File: src/rtl/fsr_pkg.sv
package fsr_pkg;
	localparam int CLK_PERIOD_NS = 100;
	localparam int RESUME_WIP_NS = 200;
	localparam logic [1:0] RESUME_WIP_CYC = 2'(RESUME_WIP_NS / CLK_PERIOD_NS);
	localparam int SEC_BYTES = 512;
	localparam int SEC_COUNT = 3;

	// ----------------------------------------
	// opcodes
	// ----------------------------------------
	localparam logic [7:0] OP_WREN = 8'h06;
	localparam logic [7:0] OP_WRDI = 8'h04;
	localparam logic [7:0] OP_RDSR1 = 8'h05;
	localparam logic [7:0] OP_RDSR2 = 8'h35;
	localparam logic [7:0] OP_STAT_INT = 8'h25;
	localparam logic [7:0] OP_RST_EN = 8'h66;
	localparam logic [7:0] OP_RST = 8'h99;
	localparam logic [7:0] OP_SUSPEND = 8'h75;
	localparam logic [7:0] OP_RESUME = 8'h7A;
	localparam logic [7:0] OP_PP = 8'h02;
	localparam logic [7:0] OP_PP_DUAL = 8'hA2;
	localparam logic [7:0] OP_PP_QUAD = 8'h32;
	localparam logic [7:0] OP_PE_A = 8'h81;
	localparam logic [7:0] OP_PE_B = 8'hDB;
	localparam logic [7:0] OP_SE = 8'h20;
	localparam logic [7:0] OP_BE32 = 8'h52;
	localparam logic [7:0] OP_BE64 = 8'hD8;
	localparam logic [7:0] OP_SEC_ERASE = 8'h44;
	localparam logic [7:0] OP_READ = 8'h03;
	localparam logic [7:0] OP_FREAD = 8'h0B;
	localparam logic [7:0] OP_DOREAD = 8'h3B;
	localparam logic [7:0] OP_DIOREAD = 8'hBB;
	localparam logic [7:0] OP_QOREAD = 8'h6B;
	localparam logic [7:0] OP_QIOREAD = 8'hEB;

	// ----------------------------------------
	// frame lengths, status bits, regions
	// ----------------------------------------
	localparam logic [5:0] CMD_BITS = 6'h08;
	localparam logic [5:0] ADDR_END = 6'h20;
	localparam logic [5:0] DATA_END = 6'h28;
	localparam int ST_WIP = 0;
	localparam int ST_WEL = 1;
	localparam int ST_ERASE_PAUSED_FLAG = 10;
	localparam int ST_LB_LO = 11;
	localparam int ST_PROGRAM_PAUSED_FLAG = 15;
	localparam logic [23:0] MASK_PAGE = 24'hFFFF00;
	localparam logic [23:0] MASK_SECTOR = 24'hFFF000;
	localparam logic [23:0] MASK_32K = 24'hFF8000;
	localparam logic [23:0] MASK_64K = 24'hFF0000;

	// ----------------------------------------
	// host register map
	// ----------------------------------------
	localparam logic [3:0] REG_CMD = 4'h0;
	localparam logic [3:0] REG_ADDR = 4'h4;
	localparam logic [3:0] REG_DATA = 4'h8;
	localparam logic [3:0] REG_STAT = 4'hC;
	localparam int CMD_HAS_ADDR = 8;
	localparam int CMD_HAS_DATA = 9;
	localparam int CMD_READ = 10;

	typedef enum logic [1:0] {K_PROG = 2'b00, K_ERASE = 2'b01, K_SEC = 2'b10} fsr_kind_t;
	typedef enum logic [2:0] {H_IDLE = 3'b000, H_HOLD = 3'b001, H_LOW = 3'b010, H_HIGH = 3'b011,
		H_TAIL = 3'b100} fsr_hstate_t;

	function automatic logic [31:0] us_to_cyc(input int us);
		int c;
		c = (us * 1000 + CLK_PERIOD_NS - 1) / CLK_PERIOD_NS;
		return 32'(c < 1 ? 1 : c);
	endfunction

	function automatic logic no_latency_op(input logic [7:0] op);
		return op == OP_RDSR1 || op == OP_RDSR2 || op == OP_STAT_INT || op == OP_RST_EN || op == OP_RST;
	endfunction
endpackage

File: src/rtl/fsr_spi_if.sv
`timescale 1ns/1ps
interface fsr_spi_if;
	logic cs_n;
	logic sclk;
	logic mosi;
	logic miso;
	modport dev (input cs_n, input sclk, input mosi, output miso);
	modport host (output cs_n, output sclk, output mosi, input miso);
endinterface

File: src/rtl/fsr_edge_sync.sv
`timescale 1ns/1ps
module fsr_edge_sync #(
	parameter int W = 1,
	parameter logic [W-1:0] RST_VAL = '0
)
(
	input wire logic ref_clk,
	input wire logic rst,
	input wire logic [W-1:0] din,
	output logic [W-1:0] level,
	output logic [W-1:0] rise,
	output logic [W-1:0] fall
);
	logic [W-1:0] meta_q;
	logic [W-1:0] sync_q;
	logic [W-1:0] prev_q;

	// meta_q feeds sync_q only
	always_ff @(posedge ref_clk or posedge rst)
	begin
		if (rst)
		begin
			meta_q <= RST_VAL;
			sync_q <= RST_VAL;
			prev_q <= RST_VAL;
		end
		else
		begin
			meta_q <= din;
			sync_q <= meta_q;
			prev_q <= sync_q;
		end
	end

	assign level = sync_q;
	assign rise = sync_q & ~prev_q;
	assign fall = ~sync_q & prev_q;
endmodule

File: src/rtl/fsr_flash_dev.sv
`timescale 1ns/1ps
// Summary of operation
// - suspend opcode pauses running program or erase
// - reads refused inside the suspended region
// - erase suspend allows write enable and programs
// - status write and secreg erase never suspend
// - pause latency, then clear latch, set flag
// - bit 15 program paused, bit 10 erase paused
// - listed commands accepted after pause latency
// - status, interrupt, reset accepted without latency
// - resume accepted only when paused and idle
// - resume clears flag, busy within bound, finishes
// - resume ignored when not paused or busy
// - resume ignored after power loss
// - host waits minimum gap before next suspend
// - three separately erasable 512-byte security registers
// - secreg erase needs latch, opcode, 24-bit address
// - secreg chosen by address bits 15..12
// - select must rise right after last bit
// - self-timed erase keeps busy, status readable
// - erase end clears busy and latch
// - lock bit set blocks its secreg erase
module fsr_flash_dev #(
	parameter int PROG_TIME_US = 2000,
	parameter int ERASE_TIME_US = 8000,
	parameter int SEC_ERASE_TIME_US = 8000,
	parameter int PROG_PAUSE_US = 20,
	parameter int ERASE_PAUSE_US = 20
)
(
	input wire logic ref_clk,
	input wire logic rst,
	fsr_spi_if.dev spi,
	input wire logic power_lost,
	input wire logic [2:0] otp_lock_bits,
	output logic [15:0] status_word,
	output logic access_refused,
	output logic [2:0] secreg_erased
);
	localparam logic [31:0] PROG_CYC = fsr_pkg::us_to_cyc(PROG_TIME_US);
	localparam logic [31:0] ERASE_CYC = fsr_pkg::us_to_cyc(ERASE_TIME_US);
	localparam logic [31:0] SEC_CYC = fsr_pkg::us_to_cyc(SEC_ERASE_TIME_US);
	localparam logic [31:0] PSL_CYC = fsr_pkg::us_to_cyc(PROG_PAUSE_US);
	localparam logic [31:0] ESL_CYC = fsr_pkg::us_to_cyc(ERASE_PAUSE_US);

	logic [2:0] lvl;
	logic [2:0] rise;
	logic [2:0] fall;
	logic in_frame;
	logic sclk_rise;
	logic sclk_fall;
	logic cs_rise;
	logic [5:0] bit_cnt_q;
	logic [7:0] shift_q;
	logic [7:0] opcode_q;
	logic [23:0] addr_q;
	logic [7:0] byte_now;
	logic [23:0] addr_now;
	logic [7:0] tx_q;
	logic miso_q;
	logic run_q;
	logic pausing_q;
	logic prog_p_q;
	logic erase_p_q;
	logic lost_q;
	logic wel_q;
	logic rst_en_q;
	logic lock_cap_q;
	logic [2:0] lock_q;
	logic [1:0] resume_cnt_q;
	fsr_pkg::fsr_kind_t run_kind_q;
	fsr_pkg::fsr_kind_t held_kind_q;
	logic [31:0] run_cnt_q;
	logic [31:0] held_cnt_q;
	logic [31:0] pause_cnt_q;
	logic [23:0] run_base_q;
	logic [23:0] run_mask_q;
	logic [23:0] held_base_q;
	logic [23:0] held_mask_q;
	logic [2:0] sec_sel_q;
	logic [2:0] sec_onehot;
	logic [15:0] status_d;
	logic [7:0] stat_byte;
	logic write_in_progress;
	logic len_ok;
	logic cmd_go;

	// ----------------------------------------
	// decode helpers
	// ----------------------------------------
	function automatic logic region_hit(input logic [23:0] a, input logic [23:0] base, input logic [23:0] mask);
		return (a & mask) == (base & mask);
	endfunction

	function automatic logic is_read(input logic [7:0] op);
		return op == fsr_pkg::OP_READ || op == fsr_pkg::OP_FREAD || op == fsr_pkg::OP_DOREAD
			|| op == fsr_pkg::OP_DIOREAD || op == fsr_pkg::OP_QOREAD || op == fsr_pkg::OP_QIOREAD;
	endfunction

	function automatic logic is_prog(input logic [7:0] op);
		return op == fsr_pkg::OP_PP || op == fsr_pkg::OP_PP_DUAL || op == fsr_pkg::OP_PP_QUAD;
	endfunction

	function automatic logic [23:0] erase_mask(input logic [7:0] op);
		case (op)
			fsr_pkg::OP_SE: return fsr_pkg::MASK_SECTOR;
			fsr_pkg::OP_BE32: return fsr_pkg::MASK_32K;
			fsr_pkg::OP_BE64: return fsr_pkg::MASK_64K;
			fsr_pkg::OP_PE_A, fsr_pkg::OP_PE_B: return fsr_pkg::MASK_PAGE;
			default: return '0;
		endcase
	endfunction

	// whether an opcode is honoured in the present suspend mode
	function automatic logic op_ok(input logic [7:0] op, input logic busy, input logic can_pause,
		input logic prog_p, input logic erase_p);
		if (fsr_pkg::no_latency_op(op))
			return 1'b1;
		else if (busy)
			return op == fsr_pkg::OP_SUSPEND && can_pause;
		else if (prog_p || erase_p)
		begin
			if (is_read(op))
				return 1'b1;
			case (op)
				8'h5A, 8'h9F, 8'h90, 8'h92, 8'h94, 8'h48, 8'h77, 8'h04, 8'h7A, 8'hAB: return 1'b1;
				8'h06, 8'h02, 8'hA2, 8'h32: return erase_p;
				default: return 1'b0;
			endcase
		end
		else
			return 1'b1;
	endfunction

	// ----------------------------------------
	// link sampling
	// ----------------------------------------
	fsr_edge_sync #(.W(3), .RST_VAL(3'b100)) u_sync (
		.ref_clk(ref_clk),
		.rst(rst),
		.din({spi.cs_n, spi.sclk, spi.mosi}),
		.level(lvl),
		.rise(rise),
		.fall(fall)
	);

	assign in_frame = ~lvl[2];
	assign sclk_rise = rise[1] & in_frame;
	assign sclk_fall = fall[1] & in_frame;
	assign cs_rise = rise[2];
	assign byte_now = {shift_q[6:0], lvl[0]};
	assign addr_now = {addr_q[22:0], lvl[0]};
	assign spi.miso = miso_q;

	always_ff @(posedge ref_clk or posedge rst)
	begin
		if (rst)
		begin
			bit_cnt_q <= '0;
			shift_q <= '0;
			opcode_q <= '0;
			addr_q <= '0;
		end
		else if (fall[2])
			bit_cnt_q <= '0;
		else if (sclk_rise)
		begin
			shift_q <= byte_now;
			// data bytes wrap the count so byte alignment stays visible
			if (bit_cnt_q == fsr_pkg::DATA_END + 6'h07)
				bit_cnt_q <= fsr_pkg::DATA_END;
			else
				bit_cnt_q <= bit_cnt_q + 6'h01;
			if (bit_cnt_q == fsr_pkg::CMD_BITS - 6'h01)
				opcode_q <= byte_now;
			if (bit_cnt_q >= fsr_pkg::CMD_BITS && bit_cnt_q < fsr_pkg::ADDR_END)
				addr_q <= addr_now;
		end
	end

	// ----------------------------------------
	// status and its shift-out
	// ----------------------------------------
	assign write_in_progress = run_q | pausing_q;

	always_comb
	begin
		status_d = '0;
		status_d[fsr_pkg::ST_WIP] = write_in_progress;
		status_d[fsr_pkg::ST_WEL] = wel_q;
		status_d[fsr_pkg::ST_ERASE_PAUSED_FLAG] = erase_p_q;
		status_d[fsr_pkg::ST_LB_LO +: 3] = lock_q;
		status_d[fsr_pkg::ST_PROGRAM_PAUSED_FLAG] = prog_p_q;
	end

	assign stat_byte = (opcode_q == fsr_pkg::OP_RDSR2) ? status_d[15:8] : status_d[7:0];

	always_ff @(posedge ref_clk or posedge rst)
	begin
		if (rst)
		begin
			miso_q <= 1'b0;
			tx_q <= '0;
			status_word <= '0;
		end
		else
		begin
			status_word <= status_d;
			if (sclk_fall && bit_cnt_q >= fsr_pkg::CMD_BITS
				&& (opcode_q == fsr_pkg::OP_RDSR1 || opcode_q == fsr_pkg::OP_RDSR2))
			begin
				// status stays readable through every busy phase
				if (bit_cnt_q[2:0] == 3'h0)
				begin
					miso_q <= stat_byte[7];
					tx_q <= {stat_byte[6:0], 1'b0};
				end
				else
				begin
					miso_q <= tx_q[7];
					tx_q <= {tx_q[6:0], 1'b0};
				end
			end
			else if (!in_frame)
				miso_q <= 1'b0;
		end
	end

	// ----------------------------------------
	// lock bits, caught once after reset
	// ----------------------------------------
	always_ff @(posedge ref_clk or posedge rst)
	begin
		if (rst)
		begin
			lock_cap_q <= 1'b0;
			lock_q <= '0;
		end
		else if (!lock_cap_q)
		begin
			lock_cap_q <= 1'b1;
			lock_q <= otp_lock_bits;
		end
	end

	// ----------------------------------------
	// command execution at select release
	// ----------------------------------------
	always_comb
	begin
		sec_onehot = '0;
		if (addr_q[23:16] == 8'h00 && addr_q[11:9] == 3'h0)
		begin
			case (addr_q[15:12])
				4'h1: sec_onehot = 3'b001;
				4'h2: sec_onehot = 3'b010;
				4'h3: sec_onehot = 3'b100;
				default: sec_onehot = 3'b000;
			endcase
		end
	end

	always_comb
	begin
		if (is_prog(opcode_q))
			len_ok = bit_cnt_q == fsr_pkg::DATA_END;
		else if (erase_mask(opcode_q) != '0 || opcode_q == fsr_pkg::OP_SEC_ERASE)
			len_ok = bit_cnt_q == fsr_pkg::ADDR_END;
		else
			len_ok = bit_cnt_q == fsr_pkg::CMD_BITS;
	end

	assign cmd_go = cs_rise && len_ok && op_ok(opcode_q, write_in_progress, run_q && !pausing_q && run_kind_q != fsr_pkg::K_SEC
		&& !prog_p_q && !erase_p_q, prog_p_q, erase_p_q);

	always_ff @(posedge ref_clk or posedge rst)
	begin
		if (rst)
		begin
			run_q <= 1'b0;
			pausing_q <= 1'b0;
			prog_p_q <= 1'b0;
			erase_p_q <= 1'b0;
			lost_q <= 1'b0;
			wel_q <= 1'b0;
			rst_en_q <= 1'b0;
			resume_cnt_q <= '0;
			run_kind_q <= fsr_pkg::K_PROG;
			held_kind_q <= fsr_pkg::K_PROG;
			run_cnt_q <= '0;
			held_cnt_q <= '0;
			pause_cnt_q <= '0;
			run_base_q <= '0;
			run_mask_q <= '0;
			held_base_q <= '0;
			held_mask_q <= '0;
			sec_sel_q <= '0;
			access_refused <= 1'b0;
			secreg_erased <= '0;
		end
		else
		begin
			access_refused <= 1'b0;
			secreg_erased <= '0;
			if (resume_cnt_q != 2'h0)
			begin
				resume_cnt_q <= resume_cnt_q - 2'h1;
				if (resume_cnt_q == 2'h1)
				begin
					run_q <= 1'b1;
					run_kind_q <= held_kind_q;
					run_cnt_q <= held_cnt_q;
					run_base_q <= held_base_q;
					run_mask_q <= held_mask_q;
				end
			end
			if (run_q && !pausing_q)
			begin
				if (run_cnt_q == 32'h1)
				begin
					run_q <= 1'b0;
					wel_q <= 1'b0;
					if (run_kind_q == fsr_pkg::K_SEC)
						secreg_erased <= sec_sel_q;
				end
				else
					run_cnt_q <= run_cnt_q - 32'h1;
			end
			if (pausing_q)
			begin
				if (pause_cnt_q == 32'h1)
				begin
					pausing_q <= 1'b0;
					run_q <= 1'b0;
					wel_q <= 1'b0;
					prog_p_q <= run_kind_q == fsr_pkg::K_PROG;
					erase_p_q <= run_kind_q == fsr_pkg::K_ERASE;
					held_kind_q <= run_kind_q;
					held_cnt_q <= run_cnt_q;
					held_base_q <= run_base_q;
					held_mask_q <= run_mask_q;
				end
				else
					pause_cnt_q <= pause_cnt_q - 32'h1;
			end
			if (sclk_rise && bit_cnt_q == fsr_pkg::ADDR_END - 6'h01 && is_read(opcode_q)
				&& (prog_p_q || erase_p_q) && region_hit(addr_now, held_base_q, held_mask_q))
				access_refused <= 1'b1;
			if (cmd_go)
			begin
				rst_en_q <= 1'b0;
				case (opcode_q)
					fsr_pkg::OP_WREN: wel_q <= 1'b1;
					fsr_pkg::OP_WRDI: wel_q <= 1'b0;
					fsr_pkg::OP_RST_EN: rst_en_q <= 1'b1;
					fsr_pkg::OP_RST:
					begin
						if (rst_en_q)
						begin
							wel_q <= 1'b0;
							run_q <= 1'b0;
							pausing_q <= 1'b0;
							prog_p_q <= 1'b0;
							erase_p_q <= 1'b0;
							lost_q <= 1'b0;
							resume_cnt_q <= '0;
						end
					end
					fsr_pkg::OP_SUSPEND:
					begin
						pausing_q <= 1'b1;
						pause_cnt_q <= (run_kind_q == fsr_pkg::K_PROG) ? PSL_CYC : ESL_CYC;
					end
					fsr_pkg::OP_RESUME:
					begin
						// busy bit is checked through op_ok; only the flag and loss remain
						if ((prog_p_q || erase_p_q) && !lost_q)
						begin
							prog_p_q <= 1'b0;
							erase_p_q <= 1'b0;
							resume_cnt_q <= fsr_pkg::RESUME_WIP_CYC;
						end
					end
					fsr_pkg::OP_SEC_ERASE:
					begin
						if (wel_q && sec_onehot != '0 && (sec_onehot & lock_q) == '0)
						begin
							run_q <= 1'b1;
							run_kind_q <= fsr_pkg::K_SEC;
							run_cnt_q <= SEC_CYC;
							sec_sel_q <= sec_onehot;
						end
					end
					default:
					begin
						if (is_prog(opcode_q) && wel_q)
						begin
							if (erase_p_q && region_hit(addr_q, held_base_q, held_mask_q))
								access_refused <= 1'b1;
							else
							begin
								run_q <= 1'b1;
								run_kind_q <= fsr_pkg::K_PROG;
								run_cnt_q <= PROG_CYC;
								run_base_q <= addr_q;
								run_mask_q <= fsr_pkg::MASK_PAGE;
							end
						end
						else if (erase_mask(opcode_q) != '0 && wel_q)
						begin
							run_q <= 1'b1;
							run_kind_q <= fsr_pkg::K_ERASE;
							run_cnt_q <= ERASE_CYC;
							run_base_q <= addr_q;
							run_mask_q <= erase_mask(opcode_q);
						end
					end
				endcase
			end
			if (power_lost)
			begin
				// the held operation keeps its paused flag and held region; lost_q blocks its resume
				run_q <= 1'b0;
				pausing_q <= 1'b0;
				resume_cnt_q <= '0;
				lost_q <= 1'b1;
			end
		end
	end
endmodule

File: src/flat_wrapper.sv
// flat-port wrapper written by rule: the top's interface ports become plain ports
module fsr_flash_dev_flat 
#(
	parameter int PROG_TIME_US = 2000,
	parameter int ERASE_TIME_US = 8000,
	parameter int SEC_ERASE_TIME_US = 8000,
	parameter int PROG_PAUSE_US = 20,
	parameter int ERASE_PAUSE_US = 20
)
  (ref_clk, rst, power_lost, otp_lock_bits, status_word, access_refused, secreg_erased, spi_cs_n, spi_sclk, spi_mosi, spi_miso);
  fsr_spi_if spi_i ();
  input wire logic ref_clk;
  input wire logic rst;
  input wire logic power_lost;
  input wire logic [2:0] otp_lock_bits;
  output logic [15:0] status_word;
  output logic access_refused;
  output logic [2:0] secreg_erased;
  input wire logic [$bits(spi_i.cs_n)-1:0] spi_cs_n;
  input wire logic [$bits(spi_i.sclk)-1:0] spi_sclk;
  input wire logic [$bits(spi_i.mosi)-1:0] spi_mosi;
  output wire logic [$bits(spi_i.miso)-1:0] spi_miso;
  assign spi_i.cs_n = spi_cs_n;
  assign spi_i.sclk = spi_sclk;
  assign spi_i.mosi = spi_mosi;
  assign spi_miso = spi_i.miso;
  fsr_flash_dev #(.PROG_TIME_US(PROG_TIME_US), .ERASE_TIME_US(ERASE_TIME_US), .SEC_ERASE_TIME_US(SEC_ERASE_TIME_US), .PROG_PAUSE_US(PROG_PAUSE_US), .ERASE_PAUSE_US(ERASE_PAUSE_US)) u_core (.ref_clk(ref_clk), .rst(rst), .spi(spi_i), .power_lost(power_lost), .otp_lock_bits(otp_lock_bits), .status_word(status_word), .access_refused(access_refused), .secreg_erased(secreg_erased));
endmodule
File: config.mk
export PLATFORM = sky130hd
export DESIGN_NAME = fsr_flash_dev_flat
export DESIGN_NICKNAME = d
export VERILOG_FILES = /design/src/rtl/fsr_pkg.sv /design/src/rtl/fsr_spi_if.sv /design/src/rtl/fsr_edge_sync.sv /design/src/rtl/fsr_flash_dev.sv /design/src/flat_wrapper.sv
export SDC_FILE = /design/constraint.sdc
export NUM_CORES = 1
export LEC_CHECK = 0
export BUFFER_PORTS_ARGS = -buffer_cell sky130_fd_sc_hd__buf_2
export CAP_MARGIN = 20
export CORE_ASPECT_RATIO = 1.2
export CORE_MARGIN = 5
export CORE_UTILIZATION = 54
export DETAILED_ROUTE_END_ITERATION = 8
export HOLD_SLACK_MARGIN = 0.1
export PLACE_DENSITY = 0.7
export SLEW_MARGIN = 20
export SYNTH_ARGS = -nofsm -noshare
export SYNTH_HDL_FRONTEND = slang
export SYNTH_SLANG_ARGS = --single-unit
File: constraint.sdc
create_clock -name ref_clk -period 14.34 [get_ports ref_clk]
set_input_delay 1.434 -clock ref_clk [delete_from_list [all_inputs] [get_ports ref_clk]]
set_output_delay 1.434 -clock ref_clk [all_outputs]
set_load 0.02 [all_outputs]
==> summary.txt, run 1 <==
status -> complete, no violations
Synth Cell Area -> 0.0141 mm^2
total number of vias -> 11,000
TritonRoute pass-1 iters -> 5
Logic pwr share -> 0.032
vias in the first global route -> 11,000
IO Count -> 30
r2r startpoint -> u_core.run_cnt_q[28]
1st-iter DRT viols -> 826
setup_tns -> 0 ps
IR drop worst, VDD -> 0.0870 mV
CTS clk-pin slew, worst paths -> 60 ps
RePlAce Congestion -> 0.876
Async SR Flop Fraction -> 1.00
Sw Pwr -> 379 uW
WL final -> 34,300 um
CTS Buf Count -> 30
setup violators final -> 0
Int Power -> 1350 uW
Initial Util -> 0.549
antenna violations before repair -> 1
post-route insts no fill -> 1,828
Ys Warns -> 0
register area -> 0.00711 mm^2
nets -> 1,488
count of cell types in the netlist -> 81
Placed Area -> 0.0143 mm^2
commonest non-fill, non-tap cell in the layout -> nand2_1
worst setup path class -> register to register
Die H -> 187 um
Root Driver -> clkbuf_16
# H-tree levels -> 1
clk_lat worst skew -> 550 ps
Syn Inst Count -> 1,496
pre-CTS setup slack -> 10,130 ps
crit path buf inv count -> 0
first-pass GRT wire length -> 57,400 um
design area -> 0.0154 mm^2
CP delay by family, top -> simple AND/OR/NAND/NOR gates
top_reg_cell synth -> dfrtp_1
Adder-Cell Fraction of Synth Area -> 0.00534
EDFF count, synth -> 0
Fillers -> 2,209
register-to-register setup slack -> 10,670 ps
gr usage total -> 0.233
commonest cells after routing, fill and taps aside -> nand2_1 (338), dfrtp_1 (281), nor2_1 (105)
HPWL after detailed placement -> 21,600 um
clock network fraction of total power -> 0.482
critical path capture point type -> register
Worst path slowest cell -> nand2_1
DRC Markers -> 0
CTS tree -> built
final worst-path cycle share -> 0.256
fraction of layout cells with a size suffix above 1 -> 0.110
largest family of logic cells by synthesized area -> simple AND/OR/NAND/NOR gates
maximum capacitance violations -> 0
DR vias/cell -> 6.02
WL met2 -> 16,500 um
post-cts sizing count -> 0
Post-Place Cells -> 1,770
Slew Viols, Final -> 0
crit path to -> u_core.run_cnt_q[9]
CP required -> 14,770 ps
fin worst setup slack -> 10,670 ps
FP Rows -> 64
Worst Hold Class -> register to register
syn avg cell area -> 9.40 um^2
R2R Path End -> u_core.run_cnt_q[9]
post-layout min period -> 3670 ps
worst setup path start -> u_core.run_cnt_q[28]
Slew @ Worst Pin -> 1040 ps
part of the Yosys area used for sequential elements -> 0.506
clock skew -> 13.2 ps
Core ar. -> 0.0256 mm^2
DR WL/cell -> 18.8 um
pwr dens -> 112 mW/mm^2
antenna-violating nets left -> 0
sequential share of power -> 0.485
met3 WL -> 1570 um
area of the multi-input gates -> 0.00651 mm^2
WL met1 -> 15,100 um
post-synthesis xor/xnor area fraction -> 0.0417
R2R cell count -> 7
CP startpoint kind -> register
clock sinks -> 284
CTS max path bufs -> 3
CP max FO -> 29
switching part of the total -> 0.220
relative slew slack -> 0.306
largest net degree at the start of global routing -> 136
Top Layer Used -> met4
die width -> 157 um
fmax -> 0.273 GHz
multiplexer share of the synthesized area -> 0.0545
postcts setup bufs -> 0
crit path cell chain -> or4_1, nor3_1, nand4_1, nand2_1, nor2_1, a22o_1, o31a_1
total grt overflow -> 0
# hold bufs at CTS -> 0
final hold vios -> 0
Post-Synth Simple-Gate Area -> 0.240
# port buffers -> 20
WP data arrival -> 4100 ps
total stage count of the critical path -> 7
#FFs+latches synth -> 284
die footprint -> 0.0294 mm^2
compound-gate portion of the synthesized area -> 0.115
synth-to-layout area growth -> 9.70%
CP max stage delay -> 890 ps
Lkg Pwr -> 0.00751 uW
RSZ-0062 raised after global routing -> false
power by group through the flow:
stage / registers, uW / clock network [uW] / logic, uW
2_1_floorplan: 846 / 0 / 45.2
3_3_place_gp: 849 / 0 / 54.7
3_5_place_dp: 851 / 0 / 56.4
4_1_cts: 836 / 847 / 56.6
5_1_grt: 838 / 881 / 64.9
6_report: 836 / 831 / 56.0
registers in the layout (all words and copies together) (netlist names), 8 cells and up:
register,count
u_core.held_cnt_q,32
u_core.pause_cnt_q,32
u_core.run_cnt_q,32
u_core.addr_q,24
u_core.held_base_q,24
u_core.held_mask_q,24
u_core.run_base_q,24
u_core.run_mask_q,24
u_core.opcode_q,8
worst min path at each step:
stage                             from                endpoint  slack (ps)  depth (start not counted)
2_1_floorplan  u_core.u_sync.meta_q[0]  u_core.u_sync.level[0]         330                          0
3_3_place_gp   u_core.u_sync.meta_q[0]  u_core.u_sync.level[0]         340                          0
3_5_place_dp   u_core.u_sync.meta_q[0]  u_core.u_sync.level[0]         350                          0
4_1_cts        u_core.u_sync.meta_q[0]  u_core.u_sync.level[0]         360                          0
5_1_grt        u_core.u_sync.meta_q[2]  u_core.u_sync.level[2]         370                          0
6_report       u_core.u_sync.meta_q[0]  u_core.u_sync.level[0]         360                          0
metrics by stage:
| stage | utilization | power (uW) | hold slack (ps) |
|---|---|---|---|
| finish | 0.602 | 1720 | 359 |
| global route | 0.602 | 1780 | 373 |
| CTS | 0.601 | 1740 | 364 |
| detailed placement | 0.559 | 907 | 350 |
| global placement | 0.558 | 904 | 335 |
| floorplan | - | 891 | 331 |
final cells by class:
cell class                      instances  share of cell area
Multi-Input combinational cell       1101               0.422
Clock buffer                           42              0.0581
Sequential cell                       284               0.461
Timing Repair Buffer                   35              0.0146
Clock inverter                         14              0.0120
Inverter                               21             0.00560
Tap cell                              330              0.0268
Antenna cell                            1            0.000162
worst register-to-register path, cell delays in order, from the launching register on:
cell and delay [ps]:
dfrtp_1 420, or4_1 550, nor3_1 430, nand4_1 530, nand2_1 890, nor2_1 230, a22o_1 260, o31a_1 240
cells in the mapped netlist, types with 4 or more instances:
cell | n | area, um^2
and4_1 | 5 | 43.8
a21oi_1 | 51 | 255
nand4_1 | 41 | 257
a22o_1 | 7 | 61.3
nor2_1 | 106 | 398
o21a_1 | 6 | 45.0
nor4b_1 | 4 | 35.0
a221oi_1 | 6 | 52.6
clkbuf_1 | 59 | 221
nor2b_1 | 6 | 37.5
nor3_2 | 5 | 50.1
xnor2_1 | 21 | 184
a222oi_1 | 4 | 40.0
buf_1 | 4 | 15.0
nand3_1 | 24 | 120
nand2b_1 | 10 | 62.6
o21ai_1 | 6 | 30.0
buf_2 | 23 | 115
nor4_1 | 23 | 144
ha_1 | 6 | 75.1
a211oi_1 | 7 | 52.6
nand3b_1 | 25 | 188
and3_1 | 14 | 87.6
mux2i_1 | 35 | 350
a31oi_1 | 11 | 68.8
inv_1 | 21 | 78.8
and2_1 | 6 | 37.5
or4_1 | 18 | 135
mux2_2 | 37 | 417
o211ai_1 | 5 | 37.5
a21o_1 | 4 | 30.0
xor2_1 | 46 | 403
nand4b_1 | 4 | 35.0
a22oi_1 | 7 | 52.6
or3_1 | 14 | 87.6
o22ai_1 | 18 | 113
dfrtp_1 | 281 | 7030
o311ai_0 | 5 | 43.8
o21ai_0 | 68 | 340
nor3_1 | 36 | 180
nand2_1 | 338 | 1270
buf_4 | 10 | 75.1
per-layer routing:
layer,track usage,up-vias
li1,-,5202
met3,0.0301,70
met5,0,-
met1,0.323,5454
met2,0.382,280
met4,0.0758,0
kinds of logic (layout without fill, tap and decap cells):
group           after synthesis  after routing
flops                       284            284
fa+ha+maj                     6              6
xor+xnor                     67             67
compound gates              244            244
simple gates                702            702
mux                          72             72
buf+inv                     119            112
other cells                   2             11
Note: power is estimated with default switching activity, not from simulation.
==> run 2, diff against run 1 <==
- PLACE_DENSITY: 0.7 -> 0.73
- clock period: 14.34 -> 3.15 ns (I/O delays scaled with it)
==> summary.txt, run 2 (synthesis results as in run 1) <==
commonest cells after routing, fill and taps aside -> nand2_1 (338), dfrtp_1 (280), nor2_1 (105) (was nand2_1 (338), dfrtp_1 (281), nor2_1 (105))
# H-tree levels -> 1 (unchanged)
total grt overflow -> 0 (unchanged)
antenna violations before repair -> 0 (was 1)
maximum capacitance violations -> 0 (unchanged)
worst setup path class -> register to register (unchanged)
Lkg Pwr -> 0.00777 uW (was 0.00751 uW)
CP startpoint kind -> register (unchanged)
CTS max path bufs -> 3 (unchanged)
switching part of the total -> 0.222 (was 0.220)
Root Driver -> clkbuf_16 (unchanged)
Largest regs -> u_core.held_cnt_q: 32 flops, u_core.pause_cnt_q: 32 flops, u_core.run_cnt_q: 32 flops (unchanged)
TritonRoute pass-1 iters -> 5 (unchanged)
area of the multi-input gates -> 0.00649 mm^2 (was 0.00651 mm^2)
# port buffers -> 20 (unchanged)
fmax -> 0.337 GHz (was 0.273 GHz)
DRC Markers -> 0 (unchanged)
Int Power -> 5950 uW (was 1350 uW)
Slew @ Worst Pin -> 1140 ps (was 1040 ps)
status -> complete, no violations (unchanged)
FP Rows -> 64 (unchanged)
postcts setup bufs -> 0 (unchanged)
CP required -> 3540 ps (was 14,770 ps)
register area -> 0.00711 mm^2 (about the same)
die width -> 157 um (unchanged)
CTS clk-pin slew, worst paths -> 60 ps (about the same)
clock skew -> 10.6 ps (was 13.2 ps)
CTS Buf Count -> 30 (unchanged)
pwr dens -> 481 mW/mm^2 (was 112 mW/mm^2)
Worst path slowest cell -> or4_1 (was nand2_1)
CP delay by family, top -> simple AND/OR/NAND/NOR gates (unchanged)
antenna cell count -> 0 (was 1)
post-layout min period -> 2970 ps (was 3670 ps)
IR drop worst, VDD -> 0.495 mV (was 0.0870 mV)
fin worst setup slack -> 183 ps (was 10,670 ps)
DR vias/cell -> 5.99 (was 6.02)
Core ar. -> 0.0256 mm^2 (unchanged)
HPWL after detailed placement -> 23,400 um (was 21,600 um)
sequential share of power -> 0.498 (was 0.485)
crit path buf inv count -> 1 (was 0)
total power -> 7650 uW (was 1720 uW)
WL final -> 34,800 um (was 34,300 um)
synth-to-layout area growth -> 13.1% (was 9.70%)
commonest non-fill, non-tap cell in the layout -> nand2_1 (unchanged)
clock sinks -> 284 (unchanged)
final worst-path cycle share -> 0.942 (was 0.256)
antenna-violating nets left -> 0 (unchanged)
CP max stage delay -> 620 ps (was 890 ps)
register-to-register setup slack -> 180 ps (was 10,670 ps)
pre-CTS setup slack -> 189 ps (was 10,130 ps)
Worst Hold Class -> input pin to asynchronous set/reset pin (was register to register)
gr usage total -> 0.240 (was 0.233)
Die H -> 187 um (unchanged)
Placed Area -> 0.0148 mm^2 (was 0.0143 mm^2)
largest net degree at the start of global routing -> 92 (was 136)
DR WL/cell -> 18.5 um (was 18.8 um)
nets -> 1,543 (was 1,488)
relative slew slack -> 0.235 (was 0.306)
Sw Pwr -> 1700 uW (was 379 uW)
CTS tree -> built (unchanged)
final hold vios -> 0 (unchanged)
RePlAce Congestion -> 0.916 (was 0.876)
WP data arrival -> 3350 ps (was 4100 ps)
vias in the first global route -> 11,300 (was 11,000)
fraction of layout cells with a size suffix above 1 -> 0.132 (was 0.110)
first-pass GRT wire length -> 58,900 um (was 57,400 um)
RSZ-0062 raised after global routing -> false (unchanged)
design area -> 0.0159 mm^2 (was 0.0154 mm^2)
post-layout util -> 0.621 (was 0.602)
clock network fraction of total power -> 0.466 (was 0.482)
Fillers -> 2,111 (was 2,209)
Slew Viols, Final -> 0 (unchanged)
Initial Util -> 0.549 (unchanged)
clk_lat worst skew -> 560 ps (was 550 ps)
IO Count -> 30 (unchanged)
setup violators final -> 0 (unchanged)
die footprint -> 0.0294 mm^2 (unchanged)
CP max FO -> 23 (was 29)
critical path capture point type -> register (unchanged)
crit path cell chain -> or4_1, or3_1, a31oi_2, nand2_2, a2111oi_4, buf_12, a211oi_1 (was or4_1, nor3_1, nand4_1, nand2_1, nor2_1, a22o_1, o31a_1)
1st-iter DRT viols -> 826 (unchanged)
total number of vias -> 11,300 (was 11,000)
Logic pwr share -> 0.036 (was 0.032)
==> run 2: cell types whose count changed in the layout (fill, tap and decap cells not counted), moves of 2 or more <==
cell / delta
buf_12: +12
bufinv_16: -2
clkbuf_1: +6
inv_8: -2
dlygate4sd3_1: +8
buf_4: +35
==> run 2: worst register-to-register path, stage by stage (launching register included) <==
cell       delay (ps)
dfrtp_1           480
or4_1             630
or3_1             500
a31oi_2           230
nand2_2           250
a2111oi_4         410
buf_12            220
a211oi_1           80
==> run 2: path summary, 6_finish.rpt <==
check                                          to  depth (start not counted)                     from
max in group asynchronous   u_core.held_cnt_q[22]                          5                      rst
max reg2reg                   u_core.run_cnt_q[1]                          7       u_core.opcode_q[7]
min in group ref_clk       u_core.u_sync.level[0]                          0  u_core.u_sync.meta_q[0]
max                           u_core.run_cnt_q[1]                          7       u_core.opcode_q[7]
min reg2reg                u_core.u_sync.level[0]                          0  u_core.u_sync.meta_q[0]
min                        u_core.held_mask_q[20]                          3                      rst
==> run 2: final cells by class <==
type                            instances  share of cell area
Clock inverter                          8             0.00590
Timing Repair Buffer                   90              0.0508
Sequential cell                       284               0.447
Multi-Input combinational cell       1101               0.408
Clock buffer                           47              0.0569
Inverter                               21             0.00519
Tap cell                              330              0.0260
==> run 2: repair_timing <==
| action | in CTS | in global routing |
|---|---|---|
| hold endpoints to repair | 173 | 0 |
| hold buffers | 8 | 0 |
| resized for setup | 0 | 1 |
| endpoints found under the setup margin | 0 | 3 |
==> run 2: per-stage QoR <==
step	hold WS, ps	cells	TNS (ps)
after floorplan	319	1504	-260150
after global placement	256	1818	0
after detailed placement	251	1818	0
after CTS	234	1881	0
after global routing	265	1881	0
final	236	1881	0
==> run 2: metal layers <==
metal | vias up | GRT usage | share of wire
met1 | 5588 | 0.336 | 0.43
met2 | 305 | 0.400 | 0.49
met5 | - | 0 | 0
li1 | 5316 | - | -
met3 | 67 | 0.0276 | 0.049
met4 | 0 | 0.0616 | 0.025
==> run 2: power groups by stage <==
| stage | combinational [uW] | sequential [uW] | clock [uW] |
|---|---|---|---|
| global route | 320 | 3820 | 3800 |
| detailed placement | 270 | 3870 | 0 |
| floorplan | 206 | 3850 | 0 |
| CTS | 280 | 3810 | 3620 |
| global placement | 261 | 3870 | 0 |
| finish | 274 | 3810 | 3560 |
==> run 3, diff against run 2 <==
- CORE_UTILIZATION: 54 -> 50
- PLACE_DENSITY: 0.73 -> 0.68
==> summary.txt, run 3 (synthesis results as in run 1) <==
Root Driver -> clkbuf_16 (unchanged)
fraction of layout cells with a size suffix above 1 -> 0.128 (was 0.132)
setup_tns -> 0 ps (unchanged)
CTS clk-pin slew, worst paths -> 60 ps (about the same)
vias in the first global route -> 11,000 (was 11,300)
commonest cells after routing, fill and taps aside -> nand2_1 (338), dfrtp_1 (281), nor2_1 (105) (was nand2_1 (338), dfrtp_1 (280), nor2_1 (105))
die width -> 163 um (was 157 um)
post-layout util -> 0.571 (was 0.621)
HPWL after detailed placement -> 22,900 um (was 23,400 um)
total number of vias -> 11,200 (was 11,300)
WL final -> 34,700 um (was 34,800 um)
GR Util met1 -> 0.299 (was 0.336)
Lkg Pwr -> 0.00771 uW (was 0.00777 uW)
DR WL/cell -> 18.1 um (was 18.5 um)
FP Rows -> 67 (was 64)
met3 Use GR -> 0.0251 (was 0.0276)
worst setup path class -> register to register (unchanged)
maximum capacitance violations -> 0 (unchanged)
Most Crowded Layer GR -> met2 (unchanged)
clk_lat worst skew -> 550 ps (was 560 ps)
CTS Buf Count -> 29 (was 30)
largest net degree at the start of global routing -> 88 (was 92)
die footprint -> 0.0316 mm^2 (was 0.0294 mm^2)
CP startpoint kind -> register (unchanged)
Slew Viols, Final -> 0 (unchanged)
# H-tree levels -> 1 (unchanged)
RSZ-0062 raised after global routing -> false (unchanged)
Worst path slowest cell -> or4_1 (unchanged)
Largest regs -> u_core.held_cnt_q: 32 flops, u_core.pause_cnt_q: 32 flops, u_core.run_cnt_q: 32 flops (unchanged)
pwr dens -> 473 mW/mm^2 (was 481 mW/mm^2)
synth-to-layout area growth -> 13.0% (was 13.1%)
total grt overflow -> 0 (unchanged)
Die H -> 194 um (was 187 um)
WP data arrival -> 3400 ps (was 3350 ps)
Initial Util -> 0.505 (was 0.549)
Worst Hold Class -> register to register (was input pin to asynchronous set/reset pin)
final hold vios -> 0 (unchanged)
gr usage total -> 0.218 (was 0.240)
clock skew -> 16.5 ps (was 10.6 ps)
first-pass GRT wire length -> 57,500 um (was 58,900 um)
nets -> 1,535 (was 1,543)
RePlAce Congestion -> 0.900 (was 0.916)
setup violators final -> 0 (unchanged)
CTS tree -> built (unchanged)
# port buffers -> 20 (unchanged)
clock sinks -> 284 (unchanged)
DRC Markers -> 0 (unchanged)
IR drop worst, VDD -> 0.484 mV (was 0.495 mV)
TritonRoute pass-1 iters -> 5 (unchanged)
relative slew slack -> 0.286 (was 0.235)
IO Count -> 30 (unchanged)
Core ar. -> 0.0278 mm^2 (was 0.0256 mm^2)
antenna cell count -> 0 (unchanged)
fmax -> 0.331 GHz (was 0.337 GHz)
post-layout min period -> 3020 ps (was 2970 ps)
fin worst setup slack -> 130 ps (was 183 ps)
M2 GR Usage -> 0.364 (was 0.400)
DR vias/cell -> 5.84 (was 5.99)
CTS max path bufs -> 3 (unchanged)
final worst-path cycle share -> 0.959 (was 0.942)
Slew @ Worst Pin -> 1070 ps (was 1140 ps)
pre-CTS setup slack -> 84.1 ps (was 189 ps)
postcts setup bufs -> 0 (unchanged)
commonest non-fill, non-tap cell in the layout -> nand2_1 (unchanged)
CP max stage delay -> 630 ps (was 620 ps)
total power -> 7520 uW (was 7650 uW)
crit path cell chain -> or4_1, or3_1, a31oi_2, nand2_4, a2111oi_4, buf_12, a211oi_1 (was or4_1, or3_1, a31oi_2, nand2_2, a2111oi_4, buf_12, a211oi_1)
antenna violations before repair -> 0 (unchanged)
CP max FO -> 23 (unchanged)
CP required -> 3530 ps (was 3540 ps)
antenna-violating nets left -> 0 (unchanged)
1st-iter DRT viols -> 797 (was 826)
critical path capture point type -> register (unchanged)
status -> complete, no violations (unchanged)
[run 3: power by group]
group          internal, uW  leakage, uW  switching [uW]  total [uW]
Sequential             3730      0.00385            80.0        3810
Clock                  2010     0.000464            1410        3430
Combinational           101      0.00339             183         284
Total                  5840      0.00771            1680        7520
[run 3: layer usage]
layer | routed length, um | vias to the layer above
li1 | - | 5294
met1 | 15000 | 5545
met2 | 17100 | 307
met3 | 1630 | 73
met4 | 975 | 0
met5 | 0 | -
[run 3: final timing paths]
path                       slack, ps                      end  cells past startpoint               startpoint
min                              340   u_core.u_sync.level[1]                      0  u_core.u_sync.meta_q[1]
min in group asynchronous        450   u_core.held_mask_q[16]                      3                      rst
max                              130      u_core.run_cnt_q[1]                      7       u_core.opcode_q[7]
max in group asynchronous       1920  u_core.u_sync.meta_q[2]                      4                      rst
min reg2reg                      340   u_core.u_sync.level[1]                      0  u_core.u_sync.meta_q[1]
max reg2reg                      130      u_core.run_cnt_q[1]                      7       u_core.opcode_q[7]
[run 3: layout make-up]
cell class	instances	area [um^2]
repair buffers	83	747
inverters	21	82.6
multi-input cells	1101	6530
well taps	379	474
flip-flops and latches	284	7110
clock buffers	43	848
clock inverters	9	100
fillers	2466	11900
[run 3: per-stage QoR]
stage                     std cells  area (um^2)  hold slack, ps
after CTS                      1920        15900             349
final                          1920        15900             342
after global placement         1860        14800             333
after global routing           1920        15900             360
after floorplan                1504        14100             319
after detailed placement       1860        14800             340
[run 3: repair_timing]
action	4_1_cts	5_1_grt
hold buffers	8	0
setup endpoints to repair	0	56
endpoints found under the hold margin	34	0
resized for setup	0	6
[run 3: critical path: cells and delay by family, from the launching register on]
kind                   cells  cell delay, ps
AND/OR/NAND/NOR            3            1320
AO/OA/AOI/OAI              3             760
flip-flops                 1             520
buffers and inverters      1             220
